## config.mk

```make
export PLATFORM = sky130hd
export DESIGN_NAME = ps_sequencer
export DESIGN_NICKNAME = d
export VERILOG_FILES = /design/src/ps_pkg.sv /design/src/ps_sequencer.sv
export SDC_FILE = /design/constraint.sdc
export NUM_CORES = 1
export LEC_CHECK = 0
export BUFFER_PORTS_ARGS = -buffer_cell sky130_fd_sc_hd__buf_2
export CORE_MARGIN = 1.5
export CORE_UTILIZATION = 55
export CTS_CLUSTER_DIAMETER = 30
export CTS_CLUSTER_SIZE = 20
export DETAILED_ROUTE_END_ITERATION = 8
export PLACE_DENSITY = 0.77
export REMOVE_ABC_BUFFERS = 1
export SLEW_MARGIN = 25
export SYNTH_ARGS = -nofsm -noshare
export SYNTH_HDL_FRONTEND = slang
export SYNTH_SLANG_ARGS = --single-unit
```

## constraint.sdc

```tcl
create_clock -name clock -period 4.7 [get_ports clock]
set_input_delay 0 -clock clock [delete_from_list [all_inputs] [get_ports clock]]
set_output_delay 0 -clock clock [all_outputs]
set_load 0.01 [all_outputs]
```

## src/ps_pkg.sv

```systemverilog
package ps_pkg;
  // Program counter vectors, counter step and stack depth
  localparam logic [11:0] VEC_RESET = 12'h000;
  localparam logic [11:0] VEC_EXT = 12'h004;
  localparam logic [11:0] VEC_T0 = 12'h008;
  localparam logic [11:0] VEC_T1 = 12'h00C;
  localparam logic [11:0] PC_ONE = 12'h001;
  localparam int STACK_LEVELS = 6;
  // Register byte offsets
  localparam logic [7:0] OFS_PCL = 8'h00;
  localparam logic [7:0] OFS_ACC = 8'h04;
  localparam logic [7:0] OFS_STAT = 8'h08;
  localparam logic [7:0] OFS_CTRL = 8'h0C;
  // Reset values
  localparam logic [7:0] ACC_RST = 8'h00;
  localparam logic [7:0] CTRL_RST = 8'h01;
  // Control bit positions
  localparam int CTRL_RUN = 0;
  localparam int CTRL_RCSEL = 1;
  localparam int CTRL_GIE = 2;
  localparam int CTRL_EN_LO = 3;
  localparam int CTRL_EN_HI = 5;
  // Instruction fields
  localparam int F_CLS_HI = 14;
  localparam int F_CLS_LO = 13;
  localparam int F_DEST = 12;
  localparam int F_OP_HI = 11;
  localparam int F_OP_LO = 8;
  localparam logic [1:0] CLS_ALU = 2'h0;
  localparam logic [1:0] CLS_JMP = 2'h1;
  localparam logic [1:0] CLS_CALL = 2'h2;
  localparam logic [1:0] CLS_CTRL = 2'h3;
  localparam logic [2:0] SUB_NOP = 3'h0;
  localparam logic [2:0] SUB_RET = 3'h1;
  localparam logic [2:0] SUB_INTERRUPT_RETURN_OP = 3'h2;
  localparam logic [2:0] SUB_SZ = 3'h3;
  localparam logic [2:0] SUB_SNZ = 3'h4;
  localparam logic [2:0] SUB_PCL = 3'h5;
  localparam logic [2:0] SUB_PCLA = 3'h6;
  // Decimal adjust figures
  localparam logic [3:0] BCD_MAX = 4'h9;
  localparam logic [7:0] BCD_LO = 8'h06;
  localparam logic [7:0] BCD_HI = 8'h60;

  typedef enum logic [1:0] {PH_T1, PH_T2, PH_T3, PH_T4} ps_phase_type;

  typedef enum logic [3:0] {
    ALU_ADD, ALU_ADC, ALU_SUB, ALU_SBC, ALU_DAA, ALU_AND, ALU_OR, ALU_XOR,
    ALU_CPL, ALU_RR, ALU_RRC, ALU_RL, ALU_RLC, ALU_INC, ALU_DEC, ALU_MOV
  } ps_alu_op_type;

  typedef struct packed {
    logic ov;
    logic z;
    logic ac;
    logic c;
  } ps_flags_type;
endpackage : ps_pkg

```

## src/ps_sequencer.sv

```systemverilog
// Operation
// [RULE1] Four non-overlapping phase clocks from system clock form one instruction cycle.
// [RULE2] Counter increments and fetch happen at phase one; later phases execute.
// [RULE3] Fetch overlaps execute; counter-changing instructions cost one extra cycle.
// [RULE4] With RC oscillator selected, oscillator pin carries phase one, 1:3 duty.
// [RULE5] Counter advances by one unless a non-consecutive transfer is demanded.
// [RULE6] Only low counter byte is accessible; writing it branches within page.
// [RULE7] Branch through low byte write inserts a dummy cycle for prefetch.
// [RULE8] Met skip discards fetched instruction, runs dummy cycle, counter plus two.
// [RULE9] Six-level return stack holds counter values only, invisible to software.
// [RULE10] Call or interrupt acknowledge pushes the counter onto the stack.
// [RULE11] Subroutine or interrupt return pops and loads all twelve counter bits.
// [RULE12] After reset the stack index is at top and counter is zero.
// [RULE13] Full stack latches interrupt request but withholds acknowledge until a return.
// [RULE14] Call on full stack still executes and overflows the stack.
// [RULE15] Vectors: reset zero, external 004, timer zero 008, timer one 00C.
// [RULE16] Jumps, calls, interrupts, reset load target; jump and call give twelve bits.
// [RULE17] Eight-bit ALU writes result to target register and updates status flags.
// [RULE18] ALU offers add, subtract, decimal adjust, logic, complement, rotates, inc, dec.
//
// The implementer's own choices: the Wishbone slave port and the address map.
`timescale 1ns/1ps
module ps_sequencer
  import ps_pkg::*;
#(
  parameter int DEPTH = STACK_LEVELS
) (
  input wire logic clock,
  input wire logic rst_n,
  input wire logic wb_cyc_i,
  input wire logic wb_stb_i,
  input wire logic wb_we_i,
  input wire logic [7:0] wb_adr_i,
  input wire logic [3:0] wb_sel_i,
  input wire logic [31:0] wb_dat_i,
  output logic [31:0] wb_dat_o,
  output logic wb_ack_o,
  output logic [11:0] pmem_addr,
  input wire logic [14:0] pmem_data,
  output logic [7:0] data_addr,
  input wire logic [7:0] data_rdata,
  output logic [7:0] data_wdata,
  output logic data_we,
  input wire logic irq_ext,
  input wire logic irq_t0,
  input wire logic irq_t1,
  output logic int_ack,
  output logic [3:0] instruction_phase_clocks,
  output logic oscillator_output_pin
);
  localparam int SP_W = $clog2(DEPTH + 1);
  localparam logic [SP_W-1:0] SP_FULL = SP_W'(DEPTH);
  localparam logic [SP_W-1:0] SP_ONE = SP_W'(1);

  ps_phase_type phase_r;
  logic [3:0] phase_oh_r;
  logic osc_r;
  logic [11:0] pc_r;
  logic [14:0] ir_r;
  logic dummy_r;
  logic [7:0] acc_r;
  ps_flags_type flags_r;
  logic [7:0] ctrl_r;
  logic [2:0] pend_r;
  logic pcl_pend_r;
  logic [7:0] pcl_val_r;
  logic [11:0] stack_r [DEPTH];
  logic [SP_W-1:0] stack_index;
  logic ack_r;
  logic [31:0] dat_r;
  logic [7:0] wdata_r;
  logic we_r;
  logic [7:0] waddr_r;
  logic iack_r;

  logic cycle_end, exec, run, full;
  logic [1:0] cls;
  logic [2:0] sub;
  logic dest_mem;
  ps_alu_op_type op;
  logic [7:0] imm, opnd, bb, res, adj;
  logic [8:0] sum9;
  logic [4:0] aux5;
  logic cin, is_arith;
  ps_flags_type flg_nxt;
  logic is_ret, is_interrupt_return_op, is_skip, pcl_instr, pcl_take;
  logic branch, skip, take_irq, push, pop;
  logic [11:0] target, pop_val, vector;
  logic [2:0] irq_req, irq_clr;
  logic bus_wr;

  assign run = ctrl_r[CTRL_RUN];
  assign full = stack_index == SP_FULL;
  assign cycle_end = phase_r == PH_T4;
  assign exec = cycle_end && run && !dummy_r;
  assign cls = ir_r[F_CLS_HI:F_CLS_LO];
  assign sub = ir_r[F_OP_LO+2:F_OP_LO];
  assign dest_mem = ir_r[F_DEST];
  assign op = ps_alu_op_type'(ir_r[F_OP_HI:F_OP_LO]);
  assign imm = ir_r[7:0];
  assign bus_wr = wb_cyc_i && wb_stb_i && wb_we_i && !ack_r && wb_sel_i[0];

  // Phase sequencer; phase counter and one-hot clocks kept as twin registers
  always_ff @(posedge clock or negedge rst_n) begin
    if (!rst_n) begin
      phase_r <= PH_T1;
      phase_oh_r <= 4'h1;
    end else begin
      phase_r <= ps_phase_type'(phase_r + 2'h1); // RULE1
      phase_oh_r <= {phase_oh_r[2:0], phase_oh_r[3]}; // RULE1
    end
  end

  // Pin follows phase one only when the RC oscillator frees it
  always_ff @(posedge clock or negedge rst_n) begin
    if (!rst_n) begin
      osc_r <= 1'b0;
    end else begin
      osc_r <= ctrl_r[CTRL_RCSEL] && phase_oh_r[3]; // RULE4
    end
  end

  // Eight-bit arithmetic unit
  always_comb begin
    opnd = dest_mem ? data_rdata : imm;
    is_arith = op inside {ALU_SUB, ALU_SBC};
    bb = is_arith ? ~opnd : opnd;
    cin = (op == ALU_ADC || op == ALU_SBC) ? flags_r.c : is_arith;
    sum9 = {1'b0, acc_r} + {1'b0, bb} + {8'h00, cin};
    aux5 = {1'b0, acc_r[3:0]} + {1'b0, bb[3:0]} + {4'h0, cin};
    adj = 8'h00;
    flg_nxt = flags_r;
    res = 8'h00;
    case (op) // RULE18
      ALU_ADD, ALU_ADC, ALU_SUB, ALU_SBC: begin
        res = sum9[7:0];
        flg_nxt.c = sum9[8]; // RULE17
        flg_nxt.ac = aux5[4];
        flg_nxt.ov = (acc_r[7] == bb[7]) && (res[7] != acc_r[7]);
      end
      ALU_DAA: begin
        if (acc_r[3:0] > BCD_MAX || flags_r.ac) adj = adj | BCD_LO;
        if (acc_r[7:4] > BCD_MAX || flags_r.c) adj = adj | BCD_HI;
        sum9 = {1'b0, acc_r} + {1'b0, adj};
        res = sum9[7:0];
        flg_nxt.c = flags_r.c || sum9[8];
      end
      ALU_AND: res = acc_r & opnd;
      ALU_OR: res = acc_r | opnd;
      ALU_XOR: res = acc_r ^ opnd;
      ALU_CPL: res = ~opnd;
      ALU_RR: res = {opnd[0], opnd[7:1]};
      ALU_RRC: begin
        res = {flags_r.c, opnd[7:1]};
        flg_nxt.c = opnd[0];
      end
      ALU_RL: res = {opnd[6:0], opnd[7]};
      ALU_RLC: begin
        res = {opnd[6:0], flags_r.c};
        flg_nxt.c = opnd[7];
      end
      ALU_INC: res = opnd + 8'h01;
      ALU_DEC: res = opnd - 8'h01;
      default: res = opnd;
    endcase
    // Rotates leave zero flag alone
    if (!(op inside {ALU_RR, ALU_RRC, ALU_RL, ALU_RLC})) flg_nxt.z = res == 8'h00; // RULE17
  end

  // Program flow decisions for the instruction finishing this cycle
  always_comb begin
    is_ret = cls == CLS_CTRL && (sub == SUB_RET || sub == SUB_INTERRUPT_RETURN_OP);
    is_interrupt_return_op = cls == CLS_CTRL && sub == SUB_INTERRUPT_RETURN_OP;
    is_skip = cls == CLS_CTRL && ((sub == SUB_SZ && acc_r == 8'h00) || (sub == SUB_SNZ && acc_r != 8'h00));
    pcl_instr = cls == CLS_CTRL && (sub == SUB_PCL || sub == SUB_PCLA);
    pcl_take = pcl_pend_r && !(cls == CLS_JMP || cls == CLS_CALL || is_ret || pcl_instr);
    pop_val = (stack_index == '0) ? stack_r[0] : stack_r[stack_index - SP_ONE];
    target = pc_r;
    if (cls == CLS_JMP || cls == CLS_CALL) begin
      target = ir_r[11:0]; // RULE16
    end else if (is_ret) begin
      target = pop_val; // RULE11
    end else if (pcl_instr) begin
      target = {pc_r[11:8], (sub == SUB_PCL) ? imm : acc_r}; // RULE6
    end else if (pcl_take) begin
      target = {pc_r[11:8], pcl_val_r}; // RULE6
    end
    branch = exec && (cls == CLS_JMP || cls == CLS_CALL || is_ret || pcl_instr || pcl_take);
    skip = exec && is_skip;
    irq_req = pend_r & ctrl_r[CTRL_EN_HI:CTRL_EN_LO];
    // Full stack blocks acknowledge, the request stays latched
    take_irq = exec && !branch && !skip && ctrl_r[CTRL_GIE] && irq_req != 3'h0 && !full; // RULE13
    irq_clr = 3'h0;
    vector = VEC_RESET;
    if (irq_req[0]) begin
      vector = VEC_EXT; // RULE15
      irq_clr = 3'h1;
    end else if (irq_req[1]) begin
      vector = VEC_T0; // RULE15
      irq_clr = 3'h2;
    end else if (irq_req[2]) begin
      vector = VEC_T1; // RULE15
      irq_clr = 3'h4;
    end
    if (!take_irq) irq_clr = 3'h0;
    push = (branch && cls == CLS_CALL) || take_irq; // RULE10
    pop = branch && is_ret;
  end

  // Counter, instruction register and dummy cycle
  always_ff @(posedge clock or negedge rst_n) begin
    if (!rst_n) begin
      pc_r <= VEC_RESET; // RULE12
      ir_r <= {CLS_CTRL, 1'b0, 1'b0, SUB_NOP, 8'h00};
      dummy_r <= 1'b0;
    end else if (cycle_end && run) begin
      if (dummy_r) begin
        ir_r <= pmem_data; // RULE7
        pc_r <= pc_r + PC_ONE;
        dummy_r <= 1'b0;
      end else if (branch) begin
        pc_r <= target; // RULE3
        dummy_r <= 1'b1; // RULE7
      end else if (skip) begin
        pc_r <= pc_r + PC_ONE; // RULE8
        dummy_r <= 1'b1; // RULE8
      end else if (take_irq) begin
        pc_r <= vector; // RULE16
        dummy_r <= 1'b1;
      end else begin
        ir_r <= pmem_data; // RULE2
        pc_r <= pc_r + PC_ONE; // RULE5
      end
    end
  end

  // Return stack; a push when full overwrites the top slot
  always_ff @(posedge clock or negedge rst_n) begin
    if (!rst_n) begin
      stack_index <= '0; // RULE12
      for (int i = 0; i < DEPTH; i++) stack_r[i] <= 12'h000;
    end else if (push) begin
      if (full) begin
        stack_r[DEPTH-1] <= pc_r; // RULE14
      end else begin
        stack_r[stack_index] <= pc_r; // RULE9
        stack_index <= stack_index + SP_ONE;
      end
    end else if (pop && stack_index != '0) begin
      stack_index <= stack_index - SP_ONE; // RULE11
    end
  end

  // Accumulator and flags; ALU result beats a bus write in the same cycle
  always_ff @(posedge clock or negedge rst_n) begin
    if (!rst_n) begin
      acc_r <= ACC_RST;
      flags_r <= '0;
    end else if (exec && cls == CLS_ALU) begin
      flags_r <= flg_nxt; // RULE17
      if (!dest_mem) acc_r <= res; // RULE17
    end else if (bus_wr && wb_adr_i == OFS_ACC) begin
      acc_r <= wb_dat_i[7:0];
    end
  end

  // Memory result port
  always_ff @(posedge clock or negedge rst_n) begin
    if (!rst_n) begin
      wdata_r <= 8'h00;
      waddr_r <= 8'h00;
      we_r <= 1'b0;
    end else begin
      we_r <= exec && cls == CLS_ALU && dest_mem;
      if (exec && cls == CLS_ALU && dest_mem) begin
        wdata_r <= res; // RULE17
        waddr_r <= ir_r[7:0]; // RULE17
      end
    end
  end

  // Interrupt latches; a new request wins over its acknowledge clear
  always_ff @(posedge clock or negedge rst_n) begin
    if (!rst_n) begin
      pend_r <= 3'h0;
      iack_r <= 1'b0;
    end else begin
      pend_r <= (pend_r & ~irq_clr) | {irq_t1, irq_t0, irq_ext}; // RULE13
      iack_r <= take_irq; // RULE10
    end
  end

  // Control register; acknowledge masks, interrupt return unmasks
  always_ff @(posedge clock or negedge rst_n) begin
    if (!rst_n) begin
      ctrl_r <= CTRL_RST;
    end else begin
      if (bus_wr && wb_adr_i == OFS_CTRL) ctrl_r <= wb_dat_i[7:0];
      if (take_irq) ctrl_r[CTRL_GIE] <= 1'b0;
      if (branch && is_interrupt_return_op) ctrl_r[CTRL_GIE] <= 1'b1;
    end
  end

  // Bus low byte write becomes a branch at the next executed cycle end whose instruction is not itself a jump, call, return or low byte write
  always_ff @(posedge clock or negedge rst_n) begin
    if (!rst_n) begin
      pcl_pend_r <= 1'b0;
      pcl_val_r <= 8'h00;
    end else if (bus_wr && wb_adr_i == OFS_PCL) begin
      pcl_pend_r <= 1'b1; // RULE6
      pcl_val_r <= wb_dat_i[7:0];
    end else if (pcl_take && branch) begin
      pcl_pend_r <= 1'b0;
    end
  end

  // Wishbone slave; one registered ack after a single wait state, stack stays invisible
  always_ff @(posedge clock or negedge rst_n) begin
    if (!rst_n) begin
      ack_r <= 1'b0;
      dat_r <= 32'h0000_0000;
    end else begin
      ack_r <= wb_cyc_i && wb_stb_i && !ack_r;
      if (wb_adr_i == OFS_PCL) begin
        dat_r <= {24'h000000, pc_r[7:0]}; // RULE9
      end else if (wb_adr_i == OFS_ACC) begin
        dat_r <= {24'h000000, acc_r};
      end else if (wb_adr_i == OFS_STAT) begin
        dat_r <= {24'h000000, dummy_r, pend_r, flags_r};
      end else if (wb_adr_i == OFS_CTRL) begin
        dat_r <= {24'h000000, ctrl_r};
      end else begin
        dat_r <= 32'h0000_0000;
      end
    end
  end

  assign wb_ack_o = ack_r;
  assign wb_dat_o = dat_r;
  assign pmem_addr = pc_r;
  // Strobe cycle keeps the old target; the next instruction is already in ir_r then
  assign data_addr = we_r ? waddr_r : ir_r[7:0];
  assign data_wdata = wdata_r;
  assign data_we = we_r;
  assign int_ack = iack_r;
  assign instruction_phase_clocks = phase_oh_r;
  assign oscillator_output_pin = osc_r;
endmodule : ps_sequencer

```

# Word level (Yosys, flattened, before mapping)
# Cells that the tools add are included.
# totals
mem_count	0
out_inout_bits	68
romBits	0
elab_cells	229
inputBits	75
latch_bits	0
regBits	193
ramBits	0
# classes
reduce_logical	78
n_eq_ne	37
n_shift	0
mux	56
div	0
n_mul	0
n_lt_le_gt_ge	5
n_addsub	11
n_bitwise	12
# op_table
operator	count
12-bit 2-to-1 mux	11
8-bit 2-to-1 mux	14
8-bit case mux with 12 select lines	1
72-bit bitwise mux	1
15-bit 2-to-1 mux	4
12-bit binary-select mux with 3-bit select	1
12-bit demux with 3-bit select	1
1-bit logical AND	34
4-bit equality test (second input constant)	7
3-bit 2-to-1 mux	9
8-bit logical NOT	3
8-bit by 8-bit adder with 9-bit output	2
4-bit by 3-bit equality test with 1-bit output (second input constant)	4
8-bit by 4-bit equality test with 1-bit output (second input constant)	2
2-bit AND reduction	8
12-bit by 1-bit adder with 12-bit output (second input constant)	1
3-bit equality test (second input constant)	4
1-bit logical OR	12
4-bit 2-to-1 mux	3
2-bit != test (second input constant)	5
9-bit by 1-bit adder with 9-bit output	1
1-bit 2-to-1 mux	9
3-bit nonzero test	3
8-bit by 1-bit adder with 8-bit output (second input constant)	1
other kinds (40)	58

# Logic depth before layout (Yosys ltp)
# logic_depth
depth_word	19
mapped_depth	16
mapped_depth_nobuf	13

# Worst setup path before layout
# Ideal clock, no wire load.
# synth_path
path_type	register to register
start	reg ir_r[8]
end	reg acc_r[6]
synth_period_minus_slack_ps	3712
arrival_ps	3586
n_path_buf	4
stages_incl_launch_ff	17
required_ps	4574
setup_time_ps	126
slack_ps	988
cell_sequence	dfrtp_1 -> clkbuf_1 -> clkbuf_1 -> clkbuf_1 -> buf_2 -> nand2_1 -> a21oi_1 -> fa_1 -> inv_1 -> fa_1 -> nand2b_1 -> a21oi_1 -> nor3_1 -> o21a_1 -> o31ai_1 -> a21oi_1 -> a221o_1
# synth_between
elab_chain_len	8
elab_cells_between_ends	25
classes_between	add/sub: 2; eq/ne: 14; mux: 5; reduce/logical: 4
# synth_lines
item	line	rtl
start: declaration	ps_sequencer.sv:59	logic [14:0] ir_r;
start signal: assignment	ps_sequencer.sv:214	ir_r <= {CLS_CTRL, 1'b0, 1'b0, SUB_NOP, 8'h00};
start signal: assignment	ps_sequencer.sv:218	ir_r <= pmem_data;
start signal: assignment	ps_sequencer.sv:231	ir_r <= pmem_data;
4-bit by 2-bit equality test with 1-bit output, on equally long branches	ps_sequencer.sv:126, ps_sequencer.sv:134, ps_sequencer.sv:128	
2-bit nonzero test	ps_sequencer.sv:126	is_arith = op inside {ALU_SUB, ALU_SBC};
8-bit 2-to-1 mux	ps_sequencer.sv:127	bb = is_arith ? ~opnd : opnd;
8-bit by 8-bit adder with 9-bit output	ps_sequencer.sv:129	sum9 = {1'b0, acc_r} + {1'b0, bb} + {8'h00, cin};
9-bit by 1-bit adder with 9-bit output	ps_sequencer.sv:129	
8-bit case mux with 12 select lines *	ps_sequencer.sv:134	case (op)
8-bit 2-to-1 mux *	ps_sequencer.sv:261	if (!dest_mem) acc_r <= res;
8-bit 2-to-1 mux *	ps_sequencer.sv:259	end else if (exec && cls == CLS_ALU) begin
end signal: assignment	ps_sequencer.sv:261	
end signal: assignment	ps_sequencer.sv:263	acc_r <= wb_dat_i[7:0];
end: declaration	ps_sequencer.sv:61	logic [7:0] acc_r;
# Every way passes the cells marked *; elsewhere a longest branch is shown, timed or not. The select of a mux whose other input is x is not followed.
# A chain may end at the register's enable or synchronous reset.

# Worst setup path in the final report
# layout_path
start	reg ir_r[12]
end	reg acc_r[6]
# layout_between
elab_chain_len	8
elab_cells_between_ends	15
classes_between	add/sub: 4; eq/ne: 1; mux: 5; bitwise: 4; reduce/logical: 1
# layout_lines
item	line	rtl
8-bit 2-to-1 mux	ps_sequencer.sv:125	opnd = dest_mem ? data_rdata : imm;
8-bit inverter	ps_sequencer.sv:127, ps_sequencer.sv:151	
8-bit 2-to-1 mux	ps_sequencer.sv:127	
8-bit by 8-bit adder with 9-bit output	ps_sequencer.sv:129	
9-bit by 1-bit adder with 9-bit output	ps_sequencer.sv:129	
8-bit case mux with 12 select lines	ps_sequencer.sv:134	
8-bit 2-to-1 mux	ps_sequencer.sv:261	
8-bit 2-to-1 mux	ps_sequencer.sv:259	
# Parallel ways exist; a longest one is shown, timed or not. The select of a mux whose other input is x is not followed.

==> report_table.html <==
<table>
<tr><th>Metric</th><th>Value</th></tr>
<tr><th colspan="2">Global route</th></tr>
<tr><td>Number of global-route vias before repair</td><td>8,710</td></tr>
<tr><td>Global-route wire length before repair</td><td>49.11 mm</td></tr>
<tr><td>Gr usage total</td><td>31.91%</td></tr>
<tr><td>Antenna violations before repair</td><td>1</td></tr>
<tr><td>Pin count of the biggest net entering global routing</td><td>87</td></tr>
<tr><td>Remaining global-route overflow</td><td>0</td></tr>
<tr><th colspan="2">Synthesis</th></tr>
<tr><td>Cells taking the most area after synthesis</td><td>sky130_fd_sc_hd__dfrtp_1 (38%), sky130_fd_sc_hd__mux2_2 (12%), sky130_fd_sc_hd__ha_1 (4.7%), sky130_fd_sc_hd__mux4_2 (4.2%), sky130_fd_sc_hd__nor2_1 (2.8%)</td></tr>
<tr><td>Syn_area_per_cell</td><td>10.32 um^2</td></tr>
<tr><td>Count of flip-flops with a built-in enable after synthesis</td><td>0</td></tr>
<tr><td>Netlist area before placement</td><td>10,730 um^2</td></tr>
<tr><td>Warnings from Yosys</td><td>0</td></tr>
<tr><td>Most used DFF post-synth</td><td>sky130_fd_sc_hd__dfrtp_1</td></tr>
<tr><td>Post-synthesis instance total</td><td>1,040</td></tr>
<tr><td>Sequential cell area fraction in the yosys report</td><td>39.45%</td></tr>
<tr><td>Yosys top cell by area</td><td>sky130_fd_sc_hd__dfrtp_1</td></tr>
<tr><td>Ys async rst share</td><td>100.0%</td></tr>
<tr><td>Number of distinct library cells after synthesis</td><td>81</td></tr>
<tr><td>Fraction of synthesized cell area taken by the top area cell type</td><td>38.47%</td></tr>
<tr><td>Seq cells post-synth</td><td>169</td></tr>
<tr><th colspan="2">Final layout</th></tr>
<tr><td>Final instance area</td><td>12,390 um^2</td></tr>
<tr><td>Nets@finish</td><td>1,269</td></tr>
<tr><td>Footprint of the flip-flops and latches</td><td>4234 um^2</td></tr>
<tr><td>Filler cells</td><td>1,519</td></tr>
<tr><td>Layout area overhead</td><td>15.48%</td></tr>
<tr><td>Area occupied by multi-input gates</td><td>6036 um^2</td></tr>
<tr><td>Filler-free cell count of the finished design</td><td>1,425</td></tr>
<tr><td>Ratio of cells with drive above 1 in the final layout</td><td>27.32%</td></tr>
<tr><th colspan="2">Placement</th></tr>
<tr><td>Port Buffers</td><td>91</td></tr>
<tr><td>HPWL after detailed placement</td><td>21.55 mm</td></tr>
<tr><td>Placed cell area</td><td>11,440 um^2</td></tr>
<tr><td>Number of cells after detailed placement</td><td>1,358</td></tr>
<tr><td>Gp weighted congestion</td><td>0.9876</td></tr>
<tr><th colspan="2">Die</th></tr>
<tr><td>Placeable core area</td><td>18,890 um^2</td></tr>
<tr><td>Die width</td><td>142.7 um</td></tr>
<tr><td>Row count</td><td>50</td></tr>
<tr><td>Top-Level Pins</td><td>143</td></tr>
<tr><td>Starting Density</td><td>56.80%</td></tr>
<tr><td>Die area</td><td>20,360 um^2</td></tr>
<tr><td>Die Y</td><td>142.7 um</td></tr>
<tr><th colspan="2">Critical path</th></tr>
<tr><td>Critical path buffer and inverter count</td><td>2</td></tr>
<tr><td>Category of the worst setup path capture point</td><td>register</td></tr>
<tr><td>Critical path start-end classification</td><td>reg2reg</td></tr>
<tr><td>Max stage delay on crit path</td><td>0.70 ns</td></tr>
<tr><td>Cell family with most CP delay</td><td>compound AO/OA/AOI/OAI gates</td></tr>
<tr><td>Cell at the slowest stage of the critical path</td><td>sky130_fd_sc_hd__dfrtp_1</td></tr>
<tr><td>Dominant cell type by count on the critical path</td><td>sky130_fd_sc_hd__a21oi_1</td></tr>
<tr><td>Critical Path Start Type</td><td>register</td></tr>
<tr><td>Critical Path AT</td><td>4.24 ns</td></tr>
<tr><td>Max Fanout on Critical Path</td><td>11</td></tr>
<tr><td>Required @ worst endpoint</td><td>5.02 ns</td></tr>
<tr><td>Cell-by-cell listing of the critical path</td><td>mux2_2 &gt; inv_2 &gt; xnor2_1 &gt; inv_1 &gt; fa_1 &gt; nand2b_1 &gt; a21oi_1 &gt; nor3_1 &gt; o21a_1 &gt; o31ai_1 &gt; a21oi_1 &gt; a221o_1</td></tr>
<tr><th colspan="2">CTS</th></tr>
<tr><td>H-Tree Level Count</td><td>4</td></tr>
<tr><td>Clock input transition at the sequential cells of the worst setup and hold paths</td><td>0.07 ns</td></tr>
<tr><td>Number of buffers inserted during clock tree synthesis</td><td>17</td></tr>
<tr><td>Root cell of the clock tree</td><td>sky130_fd_sc_hd__clkbuf_16</td></tr>
<tr><td>Clock insertion delay at the later pin of the skew report</td><td>0.44 ns</td></tr>
<tr><td>Number of buffers added for setup after CTS</td><td>0</td></tr>
<tr><td>Clock sink count</td><td>169</td></tr>
<tr><td>Clock tree from TritonCTS</td><td>yes</td></tr>
<tr><td>CTS max path bufs</td><td>2</td></tr>
<tr><th colspan="2">Power and ir drop</th></tr>
<tr><td>Switching share of total power</td><td>23.18%</td></tr>
<tr><td>Reported leakage power</td><td>0.005887 uW</td></tr>
<tr><td>Clock power frac</td><td>46.6%</td></tr>
<tr><td>Total power</td><td>3045 uW</td></tr>
<tr><td>Power density cells</td><td>245.7 nW/um^2</td></tr>
<tr><td>Power Internal</td><td>2339 uW</td></tr>
<tr><td>Sequential Power Share</td><td>48.5%</td></tr>
<tr><td>Largest vdd supply drop</td><td>0.2465 mV</td></tr>
<tr><td>Combinational power share</td><td>5.0%</td></tr>
<tr><td>Switching power</td><td>705.9 uW</td></tr>
<tr><th colspan="2">Timing</th></tr>
<tr><td>Actual slew at the worst max-slew pin</td><td>1.060 ns</td></tr>
<tr><td>Aggregate negative setup slack</td><td>0 ns</td></tr>
<tr><td>Worst hold slack after final layout</td><td>0.1502 ns</td></tr>
<tr><td>Max Freq</td><td>0.2550 GHz</td></tr>
<tr><td>Fin. max-slew vios</td><td>0</td></tr>
<tr><td>Remaining max-slew budget at the tightest pin</td><td>29.35%</td></tr>
<tr><td>Number of endpoints with negative hold slack in the final report</td><td>0</td></tr>
<tr><td>Final setup violation count</td><td>0</td></tr>
<tr><td>Unrepaired setup endpoints after global routing</td><td>false</td></tr>
<tr><td>Shortest period the worst path allows</td><td>3.922 ns</td></tr>
<tr><td>Period utilisation layout</td><td>83.44%</td></tr>
<tr><td>Skew final</td><td>0.01110 ns</td></tr>
<tr><th colspan="2">Route</th></tr>
<tr><td>Total detailed-routing wirelength</td><td>31.40 mm</td></tr>
<tr><td>Number of routed nets with antenna violations</td><td>0</td></tr>
<tr><td>Drt initial violations</td><td>902</td></tr>
<tr><td>1st-pass router iterations</td><td>5</td></tr>
<tr><td>Vias after detailed routing</td><td>9,122</td></tr>
<tr><td>Via density</td><td>6.401</td></tr>
<tr><td>Final routed DRC violation total</td><td>0</td></tr>
<tr><td>Routed wire length per instance</td><td>22.03 um</td></tr>
<tr><th colspan="2">Worst hold path</th></tr>
<tr><td>Worst hold-check path type</td><td>in2reg</td></tr>
<tr><th colspan="2">Status</th></tr>
<tr><td>Status</td><td>complete, no violations</td></tr>
<tr><th colspan="2">Run</th></tr>
<tr><td>Max-cap violation count</td><td>0</td></tr>
</table>
==> worst paths after layout <==
path                                             start                     endpoint  slack, ns  cells past startpoint
setup / recovery                              ir_r[12]                     acc_r[6]       0.78                     12
hold / removal                                 wb_we_i                   pcl_pend_r       0.15                      4
setup reg to reg                              ir_r[12]                     acc_r[6]       0.78                     12
hold reg to reg            instruction_phase_clocks[1]  instruction_phase_clocks[2]       0.38                      0
max in group asynchronous                        rst_n                 pmem_addr[1]       3.28                      3
min in group asynchronous                        rst_n                  stack_r[15]       0.18                      2
==> Yosys cell counts (all sizes together) (23+ instances only) <==
| cell type | instances |
|---|---|
| dfrtp | 165 |
| a21oi | 44 |
| ha | 40 |
| nor2 | 80 |
| buf | 41 |
| nand2 | 69 |
| clkbuf | 51 |
| nand3 | 23 |
| o21ai | 38 |
| mux2 | 124 |
| inv | 31 |
| mux2i | 28 |
==> logic make-up after synthesis <==
| group | count (synthesis) | share of synthesized area (%) |
|---|---|---|
| mux | 172 | 19.86 |
| simple gates | 287 | 13.59 |
| other cells | 1 | 0.03494 |
| flops | 169 | 39.45 |
| compound gates | 216 | 14.24 |
| xor+xnor | 26 | 2.122 |
| fa+ha+maj | 43 | 5.223 |
| buf+inv | 126 | 5.480 |
==> timing repair <==
item                      in CTS  in global routing
gates resized for setup        0                  0
hold buffers                  34                  0
hold endpoints to repair     133                  0
==> final cells by class <==
class / instances / area share, %
sequential: 169 / 34.16
clock inverter: 12 / 1.121
timing repair buffer: 161 / 8.652
inverter: 34 / 1.030
multi-input combinational: 768 / 48.70
tap: 260 / 2.625
clock buffer: 20 / 3.685
antenna: 1 / 0.02019
==> metal layers <==
layer	wire length, um	part of all wire, %	GRT usage [%]	vias to the layer above
met2	13940	44	48.06	537
met1	13440	43	45.78	4468
li1	-	-	-	4037
met5	0	0	0	-
met4	880	2.8	11.94	0
met3	3132	10	6.237	80
==> state kept, by name, indices dropped and copies added (netlist names), 4 cells and up <==
| signal | cells |
|---|---|
| acc_r | 8 |
| ctrl_r | 8 |
| data_wdata | 8 |
| flags_r | 4 |
| instruction_phase_clocks | 4 |
| ir_r | 15 |
| pcl_val_r | 8 |
| pmem_addr | 12 |
| stack_r | 72 |
| waddr_r | 8 |
| wb_dat_o | 8 |
==> cells in the final DEF, fill, tap and decap left out, types with 18 or more instances in the layout <==
cell                              n
sky130_fd_sc_hd__conb_1          24
sky130_fd_sc_hd__nand2_1         69
sky130_fd_sc_hd__inv_1           30
sky130_fd_sc_hd__nand2b_1        18
sky130_fd_sc_hd__dlygate4sd3_1   34
sky130_fd_sc_hd__mux4_2          20
sky130_fd_sc_hd__dfrtp_1        165
sky130_fd_sc_hd__buf_4           36
sky130_fd_sc_hd__nor2_1          80
sky130_fd_sc_hd__nand3_1         23
sky130_fd_sc_hd__and3_1          19
sky130_fd_sc_hd__mux2i_1         27
sky130_fd_sc_hd__mux2_2         115
sky130_fd_sc_hd__ha_1            40
sky130_fd_sc_hd__o21ai_0         37
sky130_fd_sc_hd__a21oi_1         43
sky130_fd_sc_hd__buf_2           90
==> power by group through the flow <==
stage / Combinational [uW] / Sequential [uW] / Clock [uW]
finish: 152 / 1480 / 1420
global route: 167 / 1480 / 1490
CTS: 148 / 1470 / 1430
detailed placement: 127 / 1500 / 0
global placement: 125 / 1500 / 0
floorplan: 49.6 / 1500 / 0
==> tightest hold or removal path, stage by stage <==
cell,delay (ns)
sky130_fd_sc_hd__buf_2,0.09
sky130_fd_sc_hd__nand3_1,0.17
sky130_fd_sc_hd__nor4_4,0.11
sky130_fd_sc_hd__nand2b_1,0.16
==> through the flow <==
stage | utilization, % | worst slack (ns)
after floorplan | - | 0.2572
after global placement | 60.56 | 1.023
after detailed placement | 60.56 | 0.9283
after CTS | 65.51 | 0.9084
after global routing | 65.58 | 0.6146
final | 65.60 | 0.7781
Note: power is estimated with default switching activity, not from simulation.
